===== src/dib_params.svh =====
// timing counts and field positions for the bank sequencer
`ifndef DIB_PARAMS_SVH
`define DIB_PARAMS_SVH
`define DIB_NUM_BANKS     8
`define DIB_BA_W          3
`define DIB_ADDR_W        14
`define DIB_ROW_W         14
`define DIB_AP_BIT        10
`define DIB_MR_COUNT      4
`define DIB_T_RCD         2
`define DIB_T_RP          2
`define DIB_T_WR          3
`define DIB_T_MRD         2
`define DIB_CL            3
`define DIB_BL            4
`define DIB_WTR_MIN       2
`define DIB_CNT_W         5
`endif


===== src/dib_pkg.sv =====
// types for the interbank command sequencer
package dib_pkg;
  typedef enum logic [2:0] {
    CMD_DESEL, CMD_NOP, CMD_ACT, CMD_RD, CMD_WR, CMD_PRE, CMD_REF, CMD_LM
  } dib_cmd_e;
  typedef enum logic [2:0] {
    BK_IDLE, BK_ACTIVATING, BK_ACTIVE, BK_READING, BK_WRITING, BK_PRECHARGING
  } dib_bank_e;
endpackage


===== src/dib_bank_seq.sv =====
// command decode and per-bank state sequencing of a ddr2 device
`timescale 1ns/10ps
`default_nettype none
`include "dib_params.svh"
module dib_bank_seq
  import dib_pkg::*;
#(
  parameter int NB = `DIB_NUM_BANKS,
  parameter int AW = `DIB_ADDR_W
) (
  input  wire logic                 clk,
  input  wire logic                 sys_rst,
  input  wire logic                 mem_ck,
  input  wire logic                 cke,
  input  wire logic                 cs_n,
  input  wire logic                 ras_n,
  input  wire logic                 cas_n,
  input  wire logic                 we_n,
  input  wire logic [`DIB_BA_W-1:0] ba,
  input  wire logic [AW-1:0]        addr,
  output logic [3*NB-1:0]           bank_state,
  output logic [NB-1:0]             bank_open,
  output logic [AW-1:0]             open_row,
  output logic [AW-1:0]             mode_reg0,
  output logic [AW-1:0]             mode_reg1,
  output logic [AW-1:0]             mode_reg2,
  output logic [AW-1:0]             mode_reg3,
  output logic                      cmd_valid,
  output logic [2:0]                cmd_code,
  output logic                      illegal_cmd,
  output logic                      mrd_busy
);
  import dib_pkg::*;

  localparam int CW = `DIB_CNT_W;
  localparam logic [CW-1:0] RCD_C = CW'(`DIB_T_RCD);
  localparam logic [CW-1:0] RP_C  = CW'(`DIB_T_RP);
  localparam logic [CW-1:0] MRD_C = CW'(`DIB_T_MRD);
  localparam logic [CW-1:0] BL2_C = CW'(`DIB_BL / 2);
  // read-AP precharge point: burst length / 2 after the read
  localparam logic [CW-1:0] RAP_C = BL2_C;
  // write-AP precharge point: write latency + burst + recovery
  localparam logic [CW-1:0] WAP_C = CW'((`DIB_CL - 1) + (`DIB_BL / 2) + `DIB_T_WR);
  localparam logic [CW-1:0] RDB_C = CW'(`DIB_CL + (`DIB_BL / 2));
  localparam logic [CW-1:0] WRB_C = CW'((`DIB_CL - 1) + (`DIB_BL / 2));

  typedef struct packed {
    logic [2:0]                     ck_sync;
    logic                           cke_s1;
    logic                           cke_s2;
    logic [3:0]                     pin_s1;
    logic [3:0]                     pin_s2;
    logic [`DIB_BA_W-1:0]           ba_s1;
    logic [`DIB_BA_W-1:0]           ba_s2;
    logic [AW-1:0]                  a_s1;
    logic [AW-1:0]                  a_s2;
    logic                           cke_prev;
    logic [NB-1:0][2:0]             st;
    logic [NB-1:0][CW-1:0]          cnt;
    logic [NB-1:0]                  ap;
    logic [NB-1:0][AW-1:0]          row;
    logic [`DIB_MR_COUNT-1:0][AW-1:0] mr;
    logic [CW-1:0]                  mrd_cnt;
    logic                           vld;
    logic [2:0]                     code;
    logic                           bad;
  } dib_state_s;

  dib_state_s s_q, s_d;
  dib_cmd_e   cmd;
  logic       ck_rise;
  logic       all_idle;
  logic [AW-1:0] row_sel;

  assign ck_rise = s_q.ck_sync[1] & ~s_q.ck_sync[2];

  always_comb begin
    all_idle = 1'b1;
    for (int i = 0; i < NB; i++) begin
      if (s_q.st[i] != 3'(BK_IDLE)) begin
        all_idle = 1'b0;
      end
    end
  end

  // decode of the synchronised pins
  always_comb begin
    if (s_q.pin_s2[3]) begin
      cmd = CMD_DESEL;
    end else begin
      case (s_q.pin_s2[2:0])
        3'b111:  cmd = CMD_NOP;
        3'b011:  cmd = CMD_ACT;
        3'b101:  cmd = CMD_RD;
        3'b100:  cmd = CMD_WR;
        3'b010:  cmd = CMD_PRE;
        3'b001:  cmd = CMD_REF;
        3'b000:  cmd = CMD_LM;
        default: cmd = CMD_NOP;
      endcase
    end
  end

  always_comb begin
    s_d = s_q;
    s_d.ck_sync = {s_q.ck_sync[1], s_q.ck_sync[0], mem_ck};
    s_d.cke_s1 = cke;
    s_d.cke_s2 = s_q.cke_s1;
    s_d.pin_s1 = {cs_n, ras_n, cas_n, we_n};
    s_d.pin_s2 = s_q.pin_s1;
    s_d.ba_s1 = ba;
    s_d.ba_s2 = s_q.ba_s1;
    s_d.a_s1 = addr;
    s_d.a_s2 = s_q.a_s1;
    s_d.vld = 1'b0;
    s_d.bad = 1'b0;
    if (ck_rise) begin
      s_d.cke_prev = s_q.cke_s2;
      if (s_q.mrd_cnt != '0) begin
        s_d.mrd_cnt = s_q.mrd_cnt - CW'(1);
      end
      // running operations advance regardless of the command
      for (int i = 0; i < NB; i++) begin
        if (s_q.cnt[i] != '0) begin
          s_d.cnt[i] = s_q.cnt[i] - CW'(1);
        end else begin
          case (dib_bank_e'(s_q.st[i]))
            BK_ACTIVATING:  s_d.st[i] = 3'(BK_ACTIVE);
            BK_PRECHARGING: s_d.st[i] = 3'(BK_IDLE);
            BK_READING, BK_WRITING: begin
              if (s_q.ap[i]) begin
                s_d.st[i]  = 3'(BK_PRECHARGING);
                s_d.cnt[i] = RP_C - CW'(1);
                s_d.ap[i]  = 1'b0;
              end else begin
                s_d.st[i] = 3'(BK_ACTIVE);
              end
            end
            default: s_d.st[i] = s_q.st[i];
          endcase
        end
      end
      if (s_q.cke_prev && s_q.cke_s2 && cmd != CMD_DESEL && cmd != CMD_NOP) begin
        s_d.vld  = 1'b1;
        s_d.code = 3'(cmd);
        if (s_q.mrd_cnt != '0) begin
          s_d.bad = 1'b1;
        end else begin
          case (cmd)
            CMD_ACT: begin
              if (s_q.st[s_q.ba_s2] == 3'(BK_IDLE)) begin
                s_d.st[s_q.ba_s2]  = 3'(BK_ACTIVATING);
                s_d.cnt[s_q.ba_s2] = RCD_C - CW'(1);
                s_d.row[s_q.ba_s2] = s_q.a_s2;
              end else begin
                s_d.bad = 1'b1;
              end
            end
            CMD_RD, CMD_WR: begin
              if (s_q.st[s_q.ba_s2] == 3'(BK_ACTIVE) ||
                  ((s_q.st[s_q.ba_s2] == 3'(BK_READING) ||
                    s_q.st[s_q.ba_s2] == 3'(BK_WRITING)) && !s_q.ap[s_q.ba_s2])) begin
                s_d.st[s_q.ba_s2]  = (cmd == CMD_RD) ? 3'(BK_READING) : 3'(BK_WRITING);
                s_d.ap[s_q.ba_s2]  = s_q.a_s2[`DIB_AP_BIT];
                if (s_q.a_s2[`DIB_AP_BIT]) begin
                  s_d.cnt[s_q.ba_s2] = (cmd == CMD_RD) ? RAP_C : WAP_C;
                end else begin
                  s_d.cnt[s_q.ba_s2] = (cmd == CMD_RD) ? RDB_C : WRB_C;
                end
              end else begin
                s_d.bad = 1'b1;
              end
            end
            CMD_PRE: begin
              if (s_q.a_s2[`DIB_AP_BIT]) begin
                for (int i = 0; i < NB; i++) begin
                  if (s_q.st[i] != 3'(BK_IDLE)) begin
                    s_d.st[i]  = 3'(BK_PRECHARGING);
                    s_d.cnt[i] = RP_C - CW'(1);
                    s_d.ap[i]  = 1'b0;
                  end
                end
              end else if (s_q.st[s_q.ba_s2] != 3'(BK_IDLE)) begin
                s_d.st[s_q.ba_s2]  = 3'(BK_PRECHARGING);
                s_d.cnt[s_q.ba_s2] = RP_C - CW'(1);
                s_d.ap[s_q.ba_s2]  = 1'b0;
              end
            end
            CMD_REF: begin
              if (!all_idle) begin
                s_d.bad = 1'b1;
              end
            end
            CMD_LM: begin
              if (all_idle) begin
                s_d.mr[s_q.ba_s2[1:0]] = s_q.a_s2;
                s_d.mrd_cnt = MRD_C;
              end else begin
                s_d.bad = 1'b1;
              end
            end
            default: s_d.bad = 1'b0;
          endcase
        end
      end
    end
  end

  always_ff @(posedge clk or posedge sys_rst) begin
    if (sys_rst) begin
      s_q <= '0;
    end else begin
      s_q <= s_d;
    end
  end

  assign row_sel = s_q.row[s_q.ba_s2];

  always_comb begin
    for (int i = 0; i < NB; i++) begin
      bank_state[3*i +: 3] = s_q.st[i];
      bank_open[i] = (s_q.st[i] != 3'(BK_IDLE)) && (s_q.st[i] != 3'(BK_PRECHARGING));
    end
  end

  assign open_row    = row_sel;
  assign mode_reg0   = s_q.mr[0];
  assign mode_reg1   = s_q.mr[1];
  assign mode_reg2   = s_q.mr[2];
  assign mode_reg3   = s_q.mr[3];
  assign cmd_valid   = s_q.vld;
  assign cmd_code    = s_q.code;
  assign illegal_cmd = s_q.bad;
  assign mrd_busy    = s_q.mrd_cnt != '0;
endmodule // dib_bank_seq
`default_nettype wire


===== config.mk =====
export PLATFORM = sky130hd
export DESIGN_NAME = dib_bank_seq
export DESIGN_NICKNAME = d
export VERILOG_FILES = /design/src/dib_pkg.sv /design/src/dib_bank_seq.sv
export VERILOG_INCLUDE_DIRS = /design/src
export SDC_FILE = /design/constraint.sdc
export NUM_CORES = 1
export LEC_CHECK = 0
export ABC_AREA = 1
export ABC_CLOCK_PERIOD_IN_PS = 12600
export BUFFER_PORTS_ARGS = -buffer_cell sky130_fd_sc_hd__clkbuf_2
export CAP_MARGIN = 40
export CORE_ASPECT_RATIO = 0.9
export CORE_MARGIN = 2
export CORE_UTILIZATION = 60
export CTS_CLUSTER_SIZE = 30
export DETAILED_ROUTE_END_ITERATION = 8
export GPL_ROUTABILITY_DRIVEN = 1
export PLACE_DENSITY = 0.8
export SLEW_MARGIN = 20
export SYNTH_ARGS = -nofsm -noshare
export SYNTH_HDL_FRONTEND = slang
export SYNTH_SLANG_ARGS = --single-unit

===== constraint.sdc =====
create_clock -name clk -period 12.6 [get_ports clk]
set_input_delay 1.89 -clock clk [delete_from_list [all_inputs] [get_ports clk]]
set_output_delay 1.89 -clock clk [all_outputs]
set_load 0.01 [all_outputs]

; ---- Word-level counts from Yosys, hierarchy flattened
; Index checks and enable logic that the tools add are counted.
[totals]
wordCells = 343
reg_bits = 298
output_inout_bits = 108
in_bits = 25
[op_classes]
eq_ne = 55
n_addsub = 9
reduce_logical = 51
muxes = 167
magnitude_cmp = 4
bitwise_logic = 14
[op_table]
columns = cell, n
row1 = 2-to-1 mux 250 bit, 1
row2 = 2-to-1 mux 245 bit, 1
row3 = 2-to-1 mux 112 bit, 2
row4 = 2-to-1 mux 72 bit, 3
row5 = 2-to-1 mux 5 bit, 43
row6 = one-hot mux 64 bit (3 select lines), 1
row7 = 2-to-1 mux 61 bit, 2
row8 = bitwise mux 112 bit, 1
row9 = 2-to-1 mux 3 bit, 37
row10 = bitwise mux 40 bit, 2
row11 = one-hot mux 3 bit (3 select lines), 8
row12 = equality test 3 bit (second input constant), 23
row13 = 2-to-1 mux 64 bit, 1
row14 = bitwise mux 56 bit, 1
row15 = 2-to-1 mux 1 bit, 47
row16 = nonzero test 5 bit, 9
row17 = subtractor 5 x 1 -> 5 bit (second input constant), 9
row18 = binary-select mux 14 bit (select 3 bit), 1
row19 = demux 14 bit (select 3 bit), 1
row20 = equality test 3 x 2 -> 1 bit (second input constant), 14
row21 = 2-to-1 mux 14 bit, 3
row22 = 2-to-1 mux 40 bit, 1
row23 = AND 32 bit, 1
row24 = NOT 32 bit, 1
row25 = 34 further kinds, 87

; ---- Logic depth before layout (Yosys ltp)
; Gate-level depths: netlist (run 1).
[depth]
depth_word = 14
depth_mapped = 20
mapped_depth_nobuf = 17

; ---- Least setup slack after synthesis (run 1)
; OpenSTA, ideal clock, no wires.
[synth_path]
path_type = register to output
startpoint = reg s_q[279] (netlist bit)
endpoint = out open_row[0]
n_path_buf = 4
stages_incl_launch_ff = 9
slack_ns = 8.965
t_arrival_ns = 1.745
t_required_ns = 10.710
cell_sequence = dfrtp_1 buf_4 inv_2 buf_6 nor2_1 clkbuf_1 clkbuf_1 a22oi_1 a31oi_1
[synth_between]
elab_chain_cells = 2
[synth_rtl]
columns = item, line_no
row1 = "start, declared", dib_bank_seq.sv:69  ; dib_state_s s_q, s_d;
row2 = "start signal, assigned", dib_bank_seq.sv:211  ; s_q <= '0;
row3 = "start signal, assigned", dib_bank_seq.sv:213  ; s_q <= s_d;
row4 = binary-select mux 14 bit (select 3 bit), dib_bank_seq.sv:217  ; assign row_sel = s_q.row[s_q.ba_s2];
row5 = 2-to-1 mux 14 bit (not written as such), dib_bank_seq.sv:217
row6 = "end, declared", dib_bank_seq.sv:23  ; output logic [AW-1:0] open_row,
; Every way passes these cells. The select of a mux whose other input is x is not followed.

; ---- Worst setup path after layout (run 1)
[layout_path]
startpoint = reg s_q[279] (netlist bit)
endpoint = out open_row[8]
; The elaborated chain is that of the path after synthesis.

==> out/results.ini, run 1 <==
[worst_setup_path]
critPathMaxStageDelay_ns = 0.70
reg2regPathDepth = 13
critical_path_buf_inv_count = 3
critPathArrivalTime_ns = 2.95
criticalPathCategory = reg -> out
crit_slowest_cell = dfrtp_1
cp-end-kind = primary output
crit_chain = nand2_1, inv_1, buf_8, nand2_1, nand3_1, a211oi_1, a31oi_1, clkbuf_2
crit_family = buffers and inverters
worstPathMaxFanout = 18
required_ns = 10.71
cp_common_cell = nand2_1
start_kind = flop
crit_cells = 8

[worst_hold_path]
min_path_cells = 0
worstHoldPathType = reg -> reg

[placed_design]
dp_hpwl_microns = 31270
place_inst = 2586
routabilityCongestion = 0.9501
port_buffers = 132

[floorplan]
die_w_microns = 178.9
row_count = 57
die_area_sq_mm = 0.02888
start_util_pct = 61.13
ioPinCount = 133
coreArea_sq_mm = 0.02703
fp.dieH_microns = 161.4

[final_layout]
fill_cells = 2317
finalNetCount = 2300
final_util_pct = 66.27
drive_gt1_share_pct = 10.91
antenna_cells = 0
layout.cells.non_filler = 2645
synthToLayoutAreaGrowth_pct = 8.405

[synthesis]
synth_top_family_by_area = simple AND/OR/NAND/NOR gates
ys_warn_count = 0
synth_area_leaders = dfrtp_1, nand2_1, o21ai_0
syn_area_sq_mm = 0.01652
ys_types = 45
muxShareOfSynthArea_pct = 0
synth_ff_type = dfrtp_1
synth_area_leader_cell = dfrtp_1
synthMostInstantiatedCell = nand2_1
async_flop_share_pct = 100.0
synth_fa_ha_area_share_pct = 0.6815
ys_ff_latch = 298
syn_inst = 2263
postSynthAreaPerCell_sq_um = 7.302
synth_top_area_share_pct = 45.13
netlist_top_cells_count = nand2_1, dfrtp_1, nor2_1
synth_compound_area_share_pct = 14.02
synth-simple-area-share_pct = 28.16
synth_xor_area_share_pct = 0.4771
seq_area_frac_synth_pct = 45.13
syn_nets = 2297
synth-edff-count = 0

[clock_tree]
cts_buffer_depth = 3
cts_resized = 0
h-tree-depth = 1
cts_tree = built
cts-root-buf = clkbuf_16
hold_buffers = 0
postCtsSetupBuffers = 0
clock_sink_count = 298
cts-buffers-inserted = 31
clk_latency_ns = 0.59
clkTransAtPathRegs_ns = 0.07

[global_route]
antenna_found_initial = 0
grt_usage_pct = 33.17
grtUsageMet2_pct = 53.83
top_usage_layer = met2
grt_max_degree = 81
grt_overflow = 0
met1_usage_pct = 44.84
grt_util_met3_pct = 5.226
grt_pass1_vias = 14590
grt_pass1_wl_microns = 76270

[timing]
drv_slew = 0
worstMarginPinSlew_ns = 0.8440
fin_crit_sh_pct = 38.40
tns_ns = 0
hold_violations = 0
max_clock_freq_mhz = 206.7
finalSetupViolations = 0
rsz0062_at_grt = no
finClkSkew_ns = 0.02647
finalCriticalPeriod_ns = 4.839
slew_headroom_pct = 43.57

[detailed_routing]
routedWlPerCell_microns = 17.71
drtAntennaViolNets = 0
vias = 15380
routed_wl_microns = 46850
viasPerCell = 5.813
firstDrtPassIters = 5
drt_iter0_markers = 1680
drcViolationCount = 0

[power_and_ir_drop]
p_int_mw = 1.919
sequentialPowerShare_pct = 39.2
sw_frac_of_total_pct = 36.45
p_sw_mw = 1.101
clkPwrFrac_pct = 32.8
power_density_mw_per_mm2 = 168.6
ir_worst_vdd_uv = 108.7
p_leak_nw = 9.324
pwr-share-comb_pct = 27.9

[status]
outcome = finished, final reports clean

[flow_run]
maxCapViolCount = 0

worst reg2reg max path, cell delays in order (launching register included):
cell and delay (ns):
dfrtp_1 0.38, inv_1 0.14, nand3_2 0.36, nor2_2 0.21, buf_4 0.37, inv_1 0.31
a21oi_2 0.20, buf_4 0.29, inv_2 0.21, nor2_1 0.66, nand2_1 0.16, nand2_1 0.09
nand2_1 0.05, a21oi_1 0.15
cells in the final DEF, fill, tap and decap left out, drive strengths merged:
cell type,count
o21bai,6
nand2,690
buf,20
a21o,1
clkinv,13
o211ai,6
clkinvlp,2
o31ai,2
o21ai,205
o221ai,1
or2,4
nor4,2
clkbuf,173
xnor2,2
nand4,26
nor2,238
nor3,12
o41ai,1
dfrtp,298
a21oi,124
a31oi,17
inv,215
xor2,7
o22ai,4
a22oi,32
a211oi,11
and2,4
a21boi,8
ha,9
nand3,150
bufinv,4
nor3b,1
o21a,3
final cells by class:
type                    instances  area [sq um]  share of cell area, %
clock buffers                  41         883.3                  4.932
flip-flops and latches        298          7457                  41.63
clock inverters                17         231.5                  1.292
well taps                     354         442.9                  2.473
repair buffers                152         898.4                  5.015
inverters                     217         822.0                  4.589
multi-input cells            1566          7177                  40.07
power by group through the flow:
stage	combinational (mW)	sequential [mW]	clock (mW)
final	0.844	1.18	0.992
after global routing	0.961	1.19	1.04
after CTS	0.830	1.18	0.995
after detailed placement	0.820	1.19	0
after global placement	0.792	1.19	0
after floorplan	0.667	1.14	0
per-layer routing:
layer	up-vias	part of all wire, %
met1	7272	40
met4	0	3.9
met5	-	0
li1	7212	-
met3	133	9.0
met2	758	47
per-stage QoR:
step | hold WS (ns) | power, mW | setup slack, ns | cell area [sq um]
detailed placement | 0.3347 | 2.015 | 8.328 | 16770
finish | 0.3480 | 3.021 | 7.761 | 17910
CTS | 0.3497 | 3.003 | 7.810 | 17880
global placement | 0.3332 | 1.982 | 7.850 | 16660
floorplan | 0.3312 | 1.808 | 2.477 | 16520
global route | 0.3523 | 3.195 | 7.593 | 17910
logic make-up (layout without fill, tap and decap cells):
family / after synthesis / in the layout
AND/OR/NAND/NOR: 1127 / 1127
AO/OA/AOI/OAI: 421 / 421
XOR/XNOR: 9 / 9
buffers and inverters: 399 / 427
flip-flops: 298 / 298
adder cells (fa/ha/maj): 9 / 9
worst paths after layout:
kind | startpoint | to | slack [ns]
max reg2reg | s_q[288] | s_q[208] | 8.94
min in group asynchronous | sys_rst | s_q[205] | 1.32
min reg2reg | s_d[263] | s_q[263] | 0.35
max in group asynchronous | sys_rst | asynchronous set/reset pin | 9.05
max | s_q[279] | open_row[8] | 7.76
min | s_d[263] | s_q[263] | 0.35
Note: power is estimated with default switching activity, not from simulation.
==> run 2: changes to the inputs <==
--- a/config.mk
+++ b/config.mk
@@ -6,17 +6,17 @@
 export SDC_FILE = /design/constraint.sdc
 export NUM_CORES = 1
 export LEC_CHECK = 0
-export ABC_AREA = 1
-export ABC_CLOCK_PERIOD_IN_PS = 12600
+export ABC_AREA = 0
+export ABC_CLOCK_PERIOD_IN_PS = 4010
 export BUFFER_PORTS_ARGS = -buffer_cell sky130_fd_sc_hd__clkbuf_2
 export CAP_MARGIN = 40
 export CORE_ASPECT_RATIO = 0.9
 export CORE_MARGIN = 2
-export CORE_UTILIZATION = 60
+export CORE_UTILIZATION = 55
 export CTS_CLUSTER_SIZE = 30
 export DETAILED_ROUTE_END_ITERATION = 8
 export GPL_ROUTABILITY_DRIVEN = 1
-export PLACE_DENSITY = 0.8
+export PLACE_DENSITY = 0.77
 export SLEW_MARGIN = 20
 export SYNTH_ARGS = -nofsm -noshare
 export SYNTH_HDL_FRONTEND = slang
==> constraint.sdc (replaced) <==
create_clock -name clk -period 4.01 [get_ports clk]
set_input_delay 0.6015 -clock clk [delete_from_list [all_inputs] [get_ports clk]]
set_output_delay 0.6015 -clock clk [all_outputs]
set_load 0.01 [all_outputs]
==> out/results.ini, run 2 <==
[worst_setup_path]
criticalPathCategory = reg -> reg  ; was reg -> out
r2r_start = s_q[279]  ; was s_q[288]
required_ns = 4.47  ; was 10.71 ns
start_kind = flop  ; unchanged
worstPathMaxFanout = 28  ; was 18
cp-end-kind = flop  ; was primary output
r2r_slack_ns = 0.31  ; was 8.94 ns
reg2reg_to = s_q[224]  ; was s_q[208]
critPathArrivalTime_ns = 4.16  ; was 2.95 ns
reg2regPathDepth = 9  ; was 13

[clock_tree]
cts_buffer_depth = 3  ; unchanged
clock_sink_count = 298  ; unchanged
cts_tree = built  ; unchanged
postCtsSetupBuffers = 0  ; unchanged
cts-root-buf = clkbuf_16  ; unchanged
clk_latency_ns = 0.54  ; was 0.59 ns
h-tree-depth = 2  ; was 1
clkTransAtPathRegs_ns = 0.06  ; was 0.07 ns
cts-buffers-inserted = 34  ; was 31

[global_route]
antenna_found_initial = 0  ; unchanged
grt_overflow = 0  ; unchanged
grt_max_degree = 102  ; was 81
grt_usage_pct = 30.46  ; was 33.17%
grt_pass1_vias = 12800  ; was 14590
grt_pass1_wl_microns = 73520  ; was 76270 microns

[synthesis]
seq_area_frac_synth_pct = 45.39  ; was 45.13%
synth_ff_type = dfrtp_1  ; unchanged
ys_types = 88  ; was 45
synth_area_leaders = dfrtp_1, mux2_2, mux4_2  ; was dfrtp_1, nand2_1, o21ai_0
syn_inst = 1574  ; was 2263
ys_ff_latch = 298  ; unchanged
synth_top_area_share_pct = 45.39  ; was 45.13%
ys_warn_count = 0  ; unchanged
syn_nets = 1608  ; was 2297
synth_area_leader_cell = dfrtp_1  ; unchanged
syn_area_sq_mm = 0.01643  ; was 0.01652 sq mm
netlist_top_cells_count = dfrtp_1, mux2_2, nand2_1  ; was nand2_1, dfrtp_1, nor2_1
postSynthAreaPerCell_sq_um = 10.44  ; was 7.302 sq um
async_flop_share_pct = 100.0  ; unchanged
synth-edff-count = 0  ; unchanged
synthMostInstantiatedCell = dfrtp_1  ; was nand2_1

[floorplan]
fp.dieH_microns = 168.0  ; was 161.4 microns
die_w_microns = 186.2  ; was 178.9 microns
row_count = 60  ; was 57
die_area_sq_mm = 0.03127  ; was 0.02888 sq mm
start_util_pct = 55.41  ; was 61.13%
ioPinCount = 133  ; unchanged
coreArea_sq_mm = 0.02965  ; was 0.02703 sq mm

[worst_hold_path]
min_from = addr[7]  ; was s_d[263]
worstHoldPathType = in -> reg  ; was reg -> reg
min_path_cells = 1  ; was 0
min_to = s_d[258]  ; was s_q[263]

[timing]
fin_ws_ns = 0.3072  ; was 7.761 ns
fin_hold_ws_ns = 0.1689  ; was 0.3480 ns
finalSetupViolations = 0  ; unchanged
rsz0062_at_grt = no  ; unchanged
fin_crit_sh_pct = 92.34
hold_violations = 0  ; unchanged
finalCriticalPeriod_ns = 3.703
finClkSkew_ns = 0.01909  ; was 0.02647 ns
slew_headroom_pct = 45.48  ; was 43.57%
drv_slew = 0  ; unchanged
max_clock_freq_mhz = 270.1
worstMarginPinSlew_ns = 0.8115  ; was 0.8440 ns

[detailed_routing]
drtAntennaViolNets = 0  ; unchanged
drcViolationCount = 0  ; unchanged
routedWlPerCell_microns = 23.06  ; was 17.71 microns
routed_wl_microns = 46990  ; was 46850 microns
viasPerCell = 6.438  ; was 5.813
firstDrtPassIters = 6  ; was 5
vias = 13120  ; was 15380
drt_iter0_markers = 1432  ; was 1680

[power_and_ir_drop]
sequentialPowerShare_pct = 40.5  ; was 39.2%
pwr-share-comb_pct = 25.5  ; was 27.9%
power_density_mw_per_mm2 = 506.2  ; was 168.6 mW/mm^2
sw_frac_of_total_pct = 34.12  ; was 36.45%
p_sw_mw = 3.142  ; was 1.101 mW
ir_worst_vdd_uv = 344.5  ; was 108.7 uV
totalPowerFinal_mw = 9.208  ; was 3.021 mW
p_leak_nw = 8.291  ; was 9.324 nW
p_int_mw = 6.066  ; was 1.919 mW
clkPwrFrac_pct = 34.0  ; was 32.8%

[flow_run]
maxCapViolCount = 0  ; unchanged

[final_layout]
drive_gt1_share_pct = 31.74  ; was 10.91%
synthToLayoutAreaGrowth_pct = 10.71  ; was 8.405%
finalNetCount = 1646  ; was 2300
final_common_cell = dfrtp_1  ; was nand2_1
fill_cells = 2361  ; was 2317
final_cell_mix = dfrtp_1, mux2_2, nand2_1  ; was nand2_1, dfrtp_1, nor2_1
antenna_cells = 0  ; unchanged
final_util_pct = 61.34  ; was 66.27%

[status]
outcome = finished, final reports clean  ; unchanged

[placed_design]
dp_hpwl_microns = 31750  ; was 31270 microns
routabilityCongestion = 0.9938  ; was 0.9501
port_buffers = 132  ; unchanged
post-place-ws_ns = 0.4191  ; was 8.328 ns

## run 2: cell count changes after synthesis, sizes merged, moves of 20 or more
cell / before / now
a21oi: 124 / 80
a22oi: 32 / 12
inv: 214 / 39
mux2: 0 / 179
mux4: 0 / 33
nand2: 690 / 143
nand3: 150 / 36
nor2: 238 / 95
o21ai: 205 / 115
## run 2: layer usage
layer	part of all wire, %	GRT usage, %	vias to the layer above
li1	-	-	5735
met1	42	43.91	6466
met2	44	45.29	752
met3	10	6.900	167
met4	3.8	11.09	0
met5	0	0	-
## run 2: how the worst max path moves through the flow
stage                     startpoint                    endpoint  slack [ns]  cells after the start
final                       s_q[279]                    s_q[224]        0.31                      9
after global routing        s_q[279]                    s_q[224]        0.14                     10
after CTS                   s_q[279]                    s_q[224]        0.40                      9
after detailed placement    s_q[279]                    s_q[224]        0.42                      9
after global placement      s_q[279]              bank_state[16]        0.50                      8
after floorplan              sys_rst  asynchronous set/reset pin       -0.55                      1
## run 2: power by group through the flow
stage	combinational (mW)	clock (mW)	sequential [mW]
global route	2.60	3.29	3.77
detailed placement	2.30	0	3.76
CTS	2.31	3.17	3.71
global placement	2.24	0	3.75
finish	2.34	3.13	3.73
floorplan	1.93	0	3.51
## run 2: final cells by class
class	count	area (sq um)	share of cell area, %
clock buffers	45	952.2	5.235
clock inverters	14	177.7	0.9768
inverters	39	150.1	0.8254
multi-input cells	1040	7727	42.48
flip-flops and latches	298	7462	41.02
well taps	403	504.2	2.772
repair buffers	199	1216	6.686
## run 2: what timing repair did
action	in CTS	in global routing
hold buffers	0	1
hold endpoints to repair	0	4
gates resized for setup	0	0
## run 2: worst max-delay path: stages, from the launching register on
cell and delay [ns]:
dfrtp_4 0.67, or3b_1 0.47, o2bb2ai_2 0.16, a211oi_2 0.52
o32a_1 0.66, nor2_1 0.18, buf_4 0.19, o21ai_0 0.42
o311ai_0 0.23, nand3_1 0.13
## run 2: logic make-up (layout without fill, tap and decap cells)
group                    Yosys count  after routing  share of synthesized area, %
AO/OA/AOI/OAI                    376            376                         15.21
XOR/XNOR                           8              8                        0.4265
adder cells (fa/ha/maj)            9              9                        0.6854
buffers and inverters            236            297                         7.737
flip-flops                       298            298                         45.39
multiplexers                     222            222                         17.42
AND/OR/NAND/NOR                  425            425                         13.13
## run 2: per-stage QoR
step	area (sq um)	setup TNS [ns]	cells
finish	18190	0	2038
global placement	17030	0	1977
detailed placement	17030	0	1977
floorplan	16430	-164.07	1574
CTS	18160	0	2036
global route	18190	0	2038
==> run 3: changes to the inputs <==
--- a/config.mk
+++ b/config.mk
@@ -8,15 +8,15 @@
 export LEC_CHECK = 0
 export ABC_AREA = 0
 export ABC_CLOCK_PERIOD_IN_PS = 4010
-export BUFFER_PORTS_ARGS = -buffer_cell sky130_fd_sc_hd__clkbuf_2
 export CAP_MARGIN = 40
 export CORE_ASPECT_RATIO = 0.9
 export CORE_MARGIN = 2
-export CORE_UTILIZATION = 55
+export CORE_UTILIZATION = 58
 export CTS_CLUSTER_SIZE = 30
 export DETAILED_ROUTE_END_ITERATION = 8
+export DONT_BUFFER_PORTS = 1
 export GPL_ROUTABILITY_DRIVEN = 1
-export PLACE_DENSITY = 0.77
+export PLACE_DENSITY = 0.76
 export SLEW_MARGIN = 20
 export SYNTH_ARGS = -nofsm -noshare
 export SYNTH_HDL_FRONTEND = slang
==> out/results.ini, run 3 (same netlist as run 2, synthesis figures left out) <==
[clock_tree]
h-tree-depth = 1  ; was 2
cts_buffer_depth = 3  ; unchanged
cts_tree = built  ; unchanged
cts-root-buf = clkbuf_16  ; unchanged
clkTransAtPathRegs_ns = 0.07  ; was 0.06 ns
clock_sink_count = 298  ; unchanged
clk_latency_ns = 0.61  ; was 0.54 ns
cts-buffers-inserted = 30  ; was 34

[worst_hold_path]
worstHoldPathType = in -> reg  ; unchanged
min_from = addr[1]  ; was addr[7]

[detailed_routing]
viasPerCell = 6.624  ; was 6.438
wl_met1_microns = 19420  ; was 19680 microns
met3_length_microns = 4615  ; was 4749 microns
vias = 12350  ; was 13120
wl_met2_microns = 20590  ; was 20790 microns
routedWlPerCell_microns = 24.67  ; was 23.06 microns
firstDrtPassIters = 5  ; was 6
routed_wl_microns = 45980  ; was 46990 microns
drtAntennaViolNets = 0  ; unchanged
drcViolationCount = 0  ; unchanged
drt_iter0_markers = 1249  ; was 1432
highest_layer = met5  ; was met4

[power_and_ir_drop]
ir_worst_vdd_uv = 466.2  ; was 344.5 uV
totalPowerFinal_mw = 8.756  ; was 9.208 mW
p_leak_nw = 7.623  ; was 8.291 nW
power_density_mw_per_mm2 = 505.1  ; was 506.2 mW/mm^2

[placed_design]
place_inst = 1805  ; was 1977
dp_hpwl_microns = 31400  ; was 31750 microns
routabilityCongestion = 0.9902  ; was 0.9938
port_buffers = 0  ; was 132

[worst_setup_path]
startpoint = s_q[5]  ; was s_q[279]
cp-end-kind = flop  ; unchanged
criticalPathCategory = reg -> reg  ; unchanged
r2r_start = s_q[5]  ; was s_q[279]
critPathArrivalTime_ns = 4.19  ; was 4.16 ns
worstPathMaxFanout = 20  ; was 28
crit_slowest_cell = nor3_1  ; was dfrtp_4
crit_chain = inv_1, ha_1, nor4b_2, inv_1, or4_1, buf_4, nor3_1, buf_4, a21oi_1, a32oi_1  ; was or3b_1, o2bb2ai_2, a211oi_2, o32a_1, nor2_1, buf_4, o21ai_0, o311ai_0, nand3_1
start_kind = flop  ; unchanged
required_ns = 4.49  ; was 4.47 ns
critPathMaxStageDelay_ns = 0.68  ; was 0.67 ns

[final_layout]
synthToLayoutAreaGrowth_pct = 5.506  ; was 10.71%
finalNetCount = 1513  ; was 1646
register_area_sq_mm = 0.007462  ; unchanged
fill_cells = 2205  ; was 2361
final_common_cell = dfrtp_1  ; unchanged
drive_gt1_share_pct = 25.68  ; was 31.74%
layout.cells.non_filler = 1864  ; was 2038
multi_input_comb_area_sq_mm = 0.007727  ; unchanged
final_cell_mix = dfrtp_1, mux2_2, nand2_1  ; unchanged

[timing]
hold_violations = 0  ; unchanged
max_clock_freq_mhz = 268.9  ; was 270.1 MHz
finalCriticalPeriod_ns = 3.719  ; was 3.703 ns
fin_crit_sh_pct = 92.74  ; was 92.34%
finalSetupViolations = 0  ; unchanged
rsz0062_at_grt = no  ; unchanged
finClkSkew_ns = 0.05582  ; was 0.01909 ns
drv_slew = 0  ; unchanged
slew_headroom_pct = 41.43  ; was 45.48%
tns_ns = 0  ; unchanged
worstMarginPinSlew_ns = 0.8776  ; was 0.8115 ns

[global_route]
grt_pass1_vias = 12170  ; was 12800
grt_pass1_wl_microns = 71570  ; was 73520 microns
grt_max_degree = 117  ; was 102
antenna_found_initial = 2  ; was 0
grt_overflow = 0  ; unchanged
grt_usage_pct = 31.24  ; was 30.46%

[floorplan]
die_w_microns = 181.4  ; was 186.2 microns
start_util_pct = 58.80  ; was 55.41%
coreArea_sq_mm = 0.02794  ; was 0.02965 sq mm
row_count = 58  ; was 60
fp.dieH_microns = 163.7  ; was 168.0 microns
ioPinCount = 133  ; unchanged
die_area_sq_mm = 0.02969  ; was 0.03127 sq mm

[flow_run]
maxCapViolCount = 0  ; unchanged

[status]
outcome = finished, final reports clean  ; unchanged

[run 3: cell count changes in the layout (fill, tap and decap cells not counted), sizes merged]
cell | before | now
clkinv | 11 | 5
buf | 66 | 69
clkinvlp | 2 | 8
clkbuf | 177 | 40
inv | 38 | 41
diode | 0 | 1
bufinv | 2 | 1
[run 3: report_power, final]
part	switching (mW)	internal, mW
Combinational	1.36	0.861
Clock	1.26	1.54
Sequential	0.450	3.29
Total	3.07	5.69
[run 3: final timing paths]
path                                               to  slack, ns  cells past startpoint
min in group asynchronous  asynchronous set/reset pin       0.53                      2
setup / recovery                             s_q[201]       0.29                     10
max in group asynchronous  asynchronous set/reset pin       2.44                      3
setup reg to reg                             s_q[201]       0.29                     10
hold / removal                               s_d[252]       0.02                      0
hold reg to reg                              s_q[258]       0.35                      0
[run 3: metal layers]
| metal | vias to the layer above | GRT usage (%) |
|---|---|---|
| li1 | 5467 | - |
| met1 | 6133 | 43.56 |
| met2 | 641 | 48.47 |
| met3 | 105 | 8.294 |
| met4 | 2 | 9.128 |
| met5 | - | 0 |
[run 3: timing repair]
| item | CTS | global route |
|---|---|---|
| resized for setup | 0 | 0 |
| hold buffers | 1 | 0 |
| buffers inserted | 0 | 0 |
| endpoints found under the hold margin | 14 | 0 |
[run 3: cell type report]
class	count	share of cell area (%)
sequential	298	43.05
multi-input combinational	1040	44.58
clock inverter	16	0.9384
antenna	1	0.01444
clock buffer	40	4.778
tap	360	2.599
timing repair buffer	70	3.176
inverter	39	0.8662
[run 3: per-stage QoR]
step                setup WS (ns)  hold slack [ns]  util, %  instance area, sq um
floorplan                 -0.5506           0.3312        -                 16430
global placement           0.5483           0.3319    58.43                 16330
detailed placement         0.4885           0.3355    58.43                 16330
CTS                        0.4025         0.008366    62.02                 17330
global route               0.1665          0.01136    62.03                 17330
finish                     0.2911          0.02485    62.04                 17330
[run 3: worst max-delay path, delay by kind of cell, from the launching register on]
kind | cells | cell delay [ns]
DFF | 1 | 0.40
adders and majority gates | 1 | 0.19
buffers and inverters | 4 | 0.94
and+or+nand+nor | 3 | 1.75
AOI/OAI and AO/OA | 2 | 0.28
